`config.mk`:
```
export PLATFORM = sky130hd
export DESIGN_NAME = lrs_top
export DESIGN_NICKNAME = d
export VERILOG_FILES = /design/src/design/lrs_pkg.sv /design/src/design/lrs_chain.sv /design/src/design/lrs_top.sv
export SDC_FILE = /design/constraint.sdc
export NUM_CORES = 1
export LEC_CHECK = 0
export BUFFER_PORTS_ARGS = -buffer_cell sky130_fd_sc_hd__buf_2
export CAP_MARGIN = 20
export CORE_AREA = 2 2 106 133
export DETAILED_ROUTE_END_ITERATION = 7
export DIE_AREA = 0 0 108 135
export PLACE_DENSITY = 0.52
export SYNTH_ARGS = -nofsm -noshare
export SYNTH_HDL_FRONTEND = slang
export SYNTH_SLANG_ARGS = --single-unit
```
`constraint.sdc`:
```
create_clock -name clk -period 1.6 [get_ports clk]
set_clock_uncertainty 0.15 [all_clocks]
set_input_delay 0.16 -clock clk [delete_from_list [all_inputs] [get_ports clk]]
set_output_delay 0.16 -clock clk [all_outputs]
set_load 0.1 [all_outputs]
```
`src/design/lrs_pkg.sv`:
```
package lrs_pkg;

	// ==========================================
	// sizes
	localparam int LRS_RAM_DEPTH = 16;
	localparam int LRS_RAM_AW = 4;
	localparam int LRS_SRL_DEPTH = 32;
	localparam int LRS_SRL_AW = 5;
	localparam int LRS_TAP_ZERO = 0;

	// ==========================================
	// modes
	typedef enum logic [1:0] {
		LRS_MODE_RAM1,
		LRS_MODE_RAM2,
		LRS_MODE_SRL1,
		LRS_MODE_SRL2
	} lrs_mode_t;

	typedef struct packed {
		logic write_en;
		logic first_data_in;
		logic second_data_in;
		logic [LRS_SRL_AW-1:0] addr;
	} lrs_req_t;

	typedef struct packed {
		logic first_data_out;
		logic second_data_out;
		logic last_stage_cascade_out;
		logic second_cascade_out;
	} lrs_rsp_t;

endpackage

```
`src/design/lrs_chain.sv`:
```
`timescale 1ns/100ps
module lrs_chain #(
	parameter int DEPTH = lrs_pkg::LRS_SRL_DEPTH,
	parameter int AW = lrs_pkg::LRS_SRL_AW
) (
	input wire logic clk,
	input wire logic shift_en,
	input wire logic wr_en,
	input wire logic serial_data_in,
	input wire logic [AW-1:0] addr,
	output logic tap_out,
	output logic last_out
);

	// ==========================================
	// storage, no reset
	logic [DEPTH-1:0] cells_q;
	logic [DEPTH-1:0] cells_d;
	logic [DEPTH-1:0] shifted;
	logic [DEPTH-1:0] written;

	assign shifted = {cells_q[DEPTH-2:0], serial_data_in};
	always_comb begin
		written = cells_q;
		written[addr] = serial_data_in;
	end
	assign cells_d = shift_en ? shifted : (wr_en ? written : cells_q);

	always_ff @(posedge clk) begin
		cells_q <= cells_d;
	end

	assign tap_out = cells_q[addr];
	assign last_out = cells_q[DEPTH-1];

endmodule

```
`src/design/lrs_top.sv`:
```
`timescale 1ns/100ps
module lrs_top #(
	parameter int SRL_DEPTH = lrs_pkg::LRS_SRL_DEPTH
) (
	input wire logic clk,
	input wire logic sys_rst,
	input wire lrs_pkg::lrs_mode_t mode,
	input wire lrs_pkg::lrs_req_t req,
	output lrs_pkg::lrs_rsp_t rsp
);

	// ==========================================
	// mode decode
	wire is_srl;
	wire is_two;
	wire ram_we;
	wire srl_we;
	wire [lrs_pkg::LRS_SRL_AW-1:0] ram_addr;
	wire [lrs_pkg::LRS_SRL_AW-1:0] eff_addr;
	wire tap_a;
	wire tap_b;
	wire last_a;
	wire last_b;

	assign is_srl = (mode == lrs_pkg::LRS_MODE_SRL1) || (mode == lrs_pkg::LRS_MODE_SRL2);
	assign is_two = (mode == lrs_pkg::LRS_MODE_RAM2) || (mode == lrs_pkg::LRS_MODE_SRL2);
	assign ram_we = req.write_en && !is_srl;
	assign srl_we = req.write_en && is_srl;
	assign ram_addr = {1'b0, req.addr[lrs_pkg::LRS_RAM_AW-1:0]};
	assign eff_addr = is_srl ? req.addr : ram_addr;

	// ==========================================
	// two chains
	lrs_chain #(.DEPTH(SRL_DEPTH), .AW(lrs_pkg::LRS_SRL_AW)) u_chain_a (
		.clk(clk),
		.shift_en(srl_we),
		.wr_en(ram_we),
		.serial_data_in(req.first_data_in),
		.addr(eff_addr),
		.tap_out(tap_a),
		.last_out(last_a)
	);

	lrs_chain #(.DEPTH(SRL_DEPTH), .AW(lrs_pkg::LRS_SRL_AW)) u_chain_b (
		.clk(clk),
		.shift_en(srl_we && is_two),
		.wr_en(ram_we && is_two),
		.serial_data_in(req.second_data_in),
		.addr(eff_addr),
		.tap_out(tap_b),
		.last_out(last_b)
	);

	// ==========================================
	// outputs, combinational lookup
	assign rsp.first_data_out = tap_a;
	assign rsp.second_data_out = is_two ? tap_b : 1'b0;
	assign rsp.last_stage_cascade_out = is_srl ? last_a : 1'b0;
	assign rsp.second_cascade_out = (is_srl && is_two) ? last_b : 1'b0;

	// ==========================================
	// checks
	logic [SRL_DEPTH-1:0] hist_q;
	logic [5:0] cnt_q;
	always_ff @(posedge clk) begin
		if (sys_rst || ram_we) begin
			cnt_q <= 6'h00;
		end else if (srl_we && cnt_q != 6'h3f) begin
			cnt_q <= cnt_q + 6'h01;
		end
		if (srl_we) begin
			hist_q <= {hist_q[SRL_DEPTH-2:0], req.first_data_in};
		end
	end

	AST_WRITE_READBACK: assert property (@(posedge clk) disable iff (sys_rst)
		ram_we ##1 (mode == $past(mode) && req.addr == $past(req.addr))
		|-> rsp.first_data_out == $past(req.first_data_in))
		else $error("ram write not read back");
	AST_TWO_BIT: assert property (@(posedge clk) disable iff (sys_rst)
		(ram_we && is_two) ##1 (is_two && !is_srl && req.addr == $past(req.addr))
		|-> rsp.second_data_out == $past(req.second_data_in))
		else $error("second bit not written");
	AST_TAP_ZERO: assert property (@(posedge clk) disable iff (sys_rst)
		srl_we ##1 (is_srl && req.addr == 5'h00)
		|-> rsp.first_data_out == $past(req.first_data_in))
		else $error("tap zero not newest bit");
	AST_HOLD: assert property (@(posedge clk) disable iff (sys_rst)
		(!req.write_en && is_srl) ##1 (is_srl && req.addr == $past(req.addr))
		|-> $stable(rsp.first_data_out))
		else $error("contents changed while disabled");
	AST_TAP_K: assert property (@(posedge clk) disable iff (sys_rst)
		(cnt_q >= 6'h20 && is_srl) |-> rsp.first_data_out == hist_q[req.addr])
		else $error("tap does not match history");
	AST_CASCADE: assert property (@(posedge clk) disable iff (sys_rst)
		(cnt_q >= 6'h20 && is_srl) |-> rsp.last_stage_cascade_out == hist_q[SRL_DEPTH-1])
		else $error("cascade not 32 shifts back");
	AST_SHIFT_ONLY_EN: assert property (@(posedge clk) disable iff (sys_rst)
		(is_srl && !req.write_en) ##1 is_srl |-> $stable(rsp.last_stage_cascade_out))
		else $error("shift without enable");
	AST_RAM_NO_CASCADE: assert property (@(posedge clk) disable iff (sys_rst)
		!is_srl |-> !rsp.last_stage_cascade_out)
		else $error("cascade active in ram mode");

	COV_RAM_WRITE: cover property (@(posedge clk) ram_we ##1 !req.write_en);
	COV_SRL_FULL: cover property (@(posedge clk) cnt_q == 6'h20);
	COV_TWO_CHAINS: cover property (@(posedge clk) srl_we && is_two);

endmodule

```
==> results.yml, run 1 <==
logic_synthesis:
  synth_mux_area_frac: 0.1027
  syn_inst: 373
  synth_compound_area_frac: 0.1590
  synth_seq_cells: 64
  yosys_warnings: 0
  ys_seq_area_frac: 0.4914
  synthSimpleGateAreaFrac: 0.1807
  netlist_area_mm2: 0.003911
  synthAdderAreaFrac: 0
  synthXorXnorAreaFrac: 0
  post_synth.cell_area_avg_um2: 10.49
  ys_types: 32
  synth_top_family_by_area: "simple AND/OR/NAND/NOR gates"
  synth_fp_nets: 385
worst_setup_path:
  start_kind: "flip-flop"
  required_ns: 1.29
  r2r-start: "u_chain_a.cells_q[11]"
  critPathCaptureType: "primary output"
  r2r_slack_ns: 0.38
  arrival_ns: 1.89
  criticalPathCategory: "flip-flop to primary output"
  crit_start: "u_chain_a.cells_q[7]"
  cp_max_fo: 2
routing:
  drt_iter0_drc: 186
  via_per_inst: 5.044
  dr.pass1.iters: 4
  via_count: 3228
  avgRoutedWirePerCell_um: 18.19
  drc: 0
  wirelength_um: 11640
  drtAntennaViolNets: 0
clock_network:
  cts_root_buf: "clkbuf_16"
  numCtsBuffers: 9
  ctsHoldBuffers: 0
  cts_tree: "done"
  cts_sinks: 64
  cts_max_path_buffers: 2
  worstSkewPairLatency_ns: 0.33
  ctsHtreeMaxLevel: 3
  clk_pin_slew_ns: 0.06
timing:
  finalWorstSetupSlack_ns: -0.5965
  finalHoldViolCount: 0
  period_share: 1.373
  grt_setup_unrepaired: "yes"
  final-max-slew-violation-count: 0
  worstMarginPinSlew_ns: 0.3384
  finalCriticalPeriod_ns: 2.196
  fmax_mhz: 455.3
  relSlewSlack: 0.7739
  tns_ns: -1.139
  setup_viol: 2
pwr:
  power_density_mw_per_mm2: 892.9
  seq_power_share: 0.420
  combPwrFrac: 0.158
  worst_ir_drop_vdd_v: 0.0004470
  switching_share: 0.2577
  p_switching_mw: 1.198
  clkPwrFrac: 0.422
  p_leak_nw: 2.027
  p_int_mw: 3.450
layout:
  diodes: 0
  syn_to_final_growth_pct: 33.08
  drive_gt1_frac: 0.3433
  fill_cells: 1312
  fin_nets: 476
  stdcell_area_mm2: 0.005205
floorplanning:
  die_x_um: 108
  core_area_mm2: 0.01323
  rows: 47
  start_util: 0.2956
  dieArea_mm2: 0.01458
  die_y_um: 135
  ios: 16
outcome:
  outcome: "finished with violations"
  violations: "setup timing"
place:
  gp_congestion: 0.8908
  placed_area_mm2: 0.004882
  hpwl_um: 8747
  portBuffers: 14
global_routing:
  grtUsageTotal: 0.1669
  antenna_found_initial: 0
  first_global_vias: 3256
  grt_pass1_wl_um: 18220
  grt_overflow: 0
  grt_max_degree: 65
job:
  cap_viol_max_count: 0
worst_hold_path:
  holdCritPathClass: "input port to flip-flop"
  hold_start: "req[6]"
==> synthesized netlist by cell type <==
master    number  area, µm²
nand2_1       73      274.0
edfxtp_1      64       1922
and2_1        32      200.2
o31ai_1       32      240.2
o21ai_0       27      135.1
nor2b_1       19      118.9
inv_1         16      60.06
clkbuf_1      12      45.04
buf_2         11      55.05
mux4_1        11      289.0
nand3_1       10      50.05
a21oi_1        9      45.04
buf_1          7      26.28
a22oi_1        6      45.04
a31oi_1        6      37.54
buf_4          5      37.54
mux4_2         5      112.6
nor2_1         4      15.01
o21a_1         4      30.03
a32o_1         3      30.03
a32oi_1        2      17.52
and3_1         2      12.51
nand4_1        2      12.51
nor3_1         2      10.01
o211a_1        2      20.02
a211oi_2       1      12.51
a41oi_1        1      8.760
and2b_1        1      7.510
buf_12         1      20.02
buf_6          1      11.26
inv_2          1      3.750
or2_2          1      6.260
==> power by group through the flow <==
stage,sequential (mW),clock (mW),combinational [mW]
after detailed placement,1.98,0,0.718
after global placement,1.99,0,0.708
after CTS,1.95,1.99,0.733
after global routing,1.95,2.06,0.790
final,1.95,1.96,0.734
after floorplan,1.96,0,0.434
==> logic make-up after synthesis <==
| kind of cell | count (synthesis) |
|---|---|
| multiplexers | 16 |
| AO/OA/AOI/OAI | 93 |
| buffers and inverters | 54 |
| AND/OR/NAND/NOR | 146 |
| flip-flops | 64 |
==> final timing paths <==
check | to | cells after the start
hold / removal | u_chain_a.cells_q[0] | 2
hold reg to reg | u_chain_a.cells_q[22] | 2
setup reg to reg | u_chain_a.cells_q[12] | 4
setup / recovery | rsp[3] | 4
==> registers in the layout, indices dropped and copies added (netlist names) <==
name / flops
u_chain_a.cells_q: 32
u_chain_b.cells_q: 32
==> metrics by stage <==
stage | utilization | worst slack [ns] | cells | power (mW) | hold slack [ns]
after floorplan | - | -0.2343 | 373 | 2.396 | 0.2362
after global placement | 0.3690 | -0.4695 | 621 | 2.693 | 0.3835
after detailed placement | 0.3690 | -0.4974 | 621 | 2.700 | 0.3942
after CTS | 0.3928 | -0.5729 | 640 | 4.671 | 0.05504
after global routing | 0.3934 | -0.6479 | 640 | 4.805 | 0.07298
final | 0.3934 | -0.5965 | 640 | 4.647 | 0.07584
==> worst max-delay path, stage by stage, from the launching register on <==
cell      delay [ns]
edfxtp_1        0.42
mux4_2          0.50
a32oi_1         0.19
nand4_1         0.21
buf_12          0.23
==> placed cells by master, fill, tap and decap left out, drive strengths merged, types with 2 or more instances in the layout <==
master / instances
a32oi: 2
clkinvlp: 4
buf: 116
clkinv: 2
a22oi: 6
o21ai: 27
o31ai: 32
nor3: 2
inv: 17
nand2: 73
and3: 2
nand3: 10
a31oi: 6
nand4: 2
edfxtp: 64
nor2b: 19
o21a: 4
mux4: 16
and2: 32
nor2: 4
o211a: 2
a32o: 3
clkbuf: 10
a21oi: 9
==> layout make-up <==
type                    instances  area [µm²]  area share
multi-input cells             255        1774      0.3409
inverters                      17       63.81     0.01226
clock buffers                   9       225.2     0.04327
flip-flops and latches         64        1922      0.3692
well taps                     171       214.0     0.04111
repair buffers                117       933.4      0.1793
clock inverters                 7       72.57     0.01394
==> timing repair <==
| item | in CTS | in global routing |
|---|---|---|
| pin swaps | 8 | 1 |
| setup buffers | 4 | 0 |
| gates cloned | 0 | 0 |
| gates resized for setup | 11 | 2 |
| endpoints found under the setup margin | 5 | 3 |
==> layer usage <==
layer	vias up	GRT usage	routed length (µm)
li1	1553	-	-
met1	1560	0.2129	4995
met2	88	0.2690	5735
met3	27	0.02703	420
met4	0	0.09188	492
met5	-	0	0
Power figures use the tool's default switching activity.
==> run 2, diff against run 1 <==
--- a/config.mk
+++ b/config.mk
@@ -10,7 +10,7 @@
 export CORE_AREA = 2 2 106 133
 export DETAILED_ROUTE_END_ITERATION = 7
 export DIE_AREA = 0 0 108 135
-export PLACE_DENSITY = 0.52
+export PLACE_DENSITY_LB_ADDON = 0.12
 export SYNTH_ARGS = -nofsm -noshare
 export SYNTH_HDL_FRONTEND = slang
 export SYNTH_SLANG_ARGS = --single-unit
==> results.yml, run 2 (synthesis gave the netlist of run 1 again) <==
outcome:
  outcome: "finished with violations"
  violations: "setup timing"
timing:
  setup_viol: 2
  hold_ws_ns: 0.05803
  final-max-slew-violation-count: 0
  finalWorstSetupSlack_ns: -0.5542
  fmax_mhz: 464.2
  relSlewSlack: 0.7404
  finalHoldViolCount: 0
  tns_ns: -1.101
  period_share: 1.346
  worstMarginPinSlew_ns: 0.3872
  grt_setup_unrepaired: "yes"
  finalCriticalPeriod_ns: 2.154
floorplanning:
  core_area_mm2: 0.01323
  die_x_um: 108
  start_util: 0.2956
  ios: 16
  die_y_um: 135
  rows: 47
  dieArea_mm2: 0.01458
layout:
  final_common_cell: "buf_4"
  syn_to_final_growth_pct: 32.69
  drive_gt1_frac: 0.3532
  fin_util: 0.3922
  stdcell_area_mm2: 0.005190
  diodes: 0
  fill_cells: 1364
  final_cell_mix: "buf_4 (101), nand2_1 (73), edfxtp_1 (64), o31ai_1 (32), and2_1 (29)"
  stdcell_count: 641
  reg.largest.list: "u_chain_a.cells_q x32, u_chain_b.cells_q x32"
  fin_nets: 477
place:
  pre_cts_slack_ns: -0.5967
  dp_cells: 625
  placed_area_mm2: 0.004912
  portBuffers: 14
  hpwl_um: 9295
  gp_congestion: 0.8566
worst_hold_path:
  hold_depth: 2
  holdCritPathClass: "input port to flip-flop"
  min_to: "u_chain_a.cells_q[0]"
  hold_start: "req[6]"
global_routing:
  grtUsageTotal: 0.1785
  grt_overflow: 0
  grt_pass1_wl_um: 19190
  antenna_found_initial: 0
  grt_max_degree: 44
  first_global_vias: 3301
worst_setup_path:
  start_kind: "flip-flop"
  r2r_cells: 2
  required_ns: 1.29
  r2r_slack_ns: 0.47
  r2r_end: "u_chain_b.cells_q[14]"
  criticalPathCategory: "flip-flop to primary output"
  r2r-start: "u_chain_b.cells_q[13]"
  cp_max_fo: 2
  arrival_ns: 1.84
  critPathCaptureType: "primary output"
pwr:
  total_power_mw: 4.474
  worst_ir_drop_vdd_v: 0.0004809
  combPwrFrac: 0.167
  p_switching_mw: 1.191
  clkPwrFrac: 0.397
  p_leak_nw: 2.035
  seq_power_share: 0.436
  p_int_mw: 3.283
  switching_share: 0.2661
  power_density_mw_per_mm2: 862.0
routing:
  drt_iter0_drc: 237
  wirelength_um: 12360
  dr.pass1.iters: 4
  via_count: 3199
  drc: 0
  drtAntennaViolNets: 0
  via_per_inst: 4.991
  avgRoutedWirePerCell_um: 19.28
job:
  cap_viol_max_count: 0
clock_network:
  cts_tree: "done"
  cts_sinks: 64
  clk_pin_slew_ns: 0.06
  numCtsBuffers: 9
  cts_max_path_buffers: 2
  cts_root_buf: "clkbuf_16"
  ctsHtreeMaxLevel: 3
  worstSkewPairLatency_ns: 0.33
==> run 2: cell type report <==
| type | count | area, µm² | area share |
|---|---|---|---|
| Inverter | 17 | 63.81 | 0.01230 |
| Clock buffer | 9 | 225.2 | 0.04339 |
| Timing Repair Buffer | 118 | 948.4 | 0.1827 |
| Clock inverter | 7 | 38.79 | 0.007473 |
| Multi-Input combinational cell | 255 | 1778 | 0.3426 |
| Sequential cell | 64 | 1922 | 0.3703 |
| Tap cell | 171 | 214.0 | 0.04122 |
==> run 2: layer usage <==
| metal | vias to the layer above | global-route usage | wire, µm |
|---|---|---|---|
| met5 | - | 0 | 0 |
| met4 | 0 | 0.07265 | 324 |
| met3 | 18 | 0.02654 | 316 |
| met2 | 69 | 0.2921 | 6019 |
| met1 | 1562 | 0.2363 | 5701 |
| li1 | 1550 | - | - |
==> run 2: timing repair <==
action                                  CTS  global route
pin swaps                                 6             4
resized for setup                        11             9
endpoints found under the setup margin   35            15
buffers inserted                          0             1
hold buffers                              0             0
==> run 2: power by group through the flow <==
stage	logic (mW)	clock network, mW	registers [mW]
after global routing	0.806	1.88	1.96
after floorplan	0.434	0	1.96
after global placement	0.729	0	1.99
after CTS	0.747	1.82	1.95
final	0.749	1.77	1.95
after detailed placement	0.735	0	1.98
==> run 2: worst max path at each step <==
stage | start | endpoint | slack, ns
6_report | u_chain_b.cells_q[3] | rsp[2] | -0.55
2_1_floorplan | req[0] | rsp[2] | -0.23
5_1_grt | u_chain_a.cells_q[4] | rsp[3] | -0.62
3_5_place_dp | req[0] | rsp[2] | -0.60
3_3_place_gp | req[0] | rsp[3] | -0.56
4_1_cts | u_chain_b.cells_q[3] | rsp[2] | -0.58
==> run 2: critical path, cell delays in order, from the launching register on <==
cell,delay (ns)
edfxtp_1,0.41
mux4_2,0.52
a22oi_2,0.24
a41oi_4,0.15
buf_12,0.19
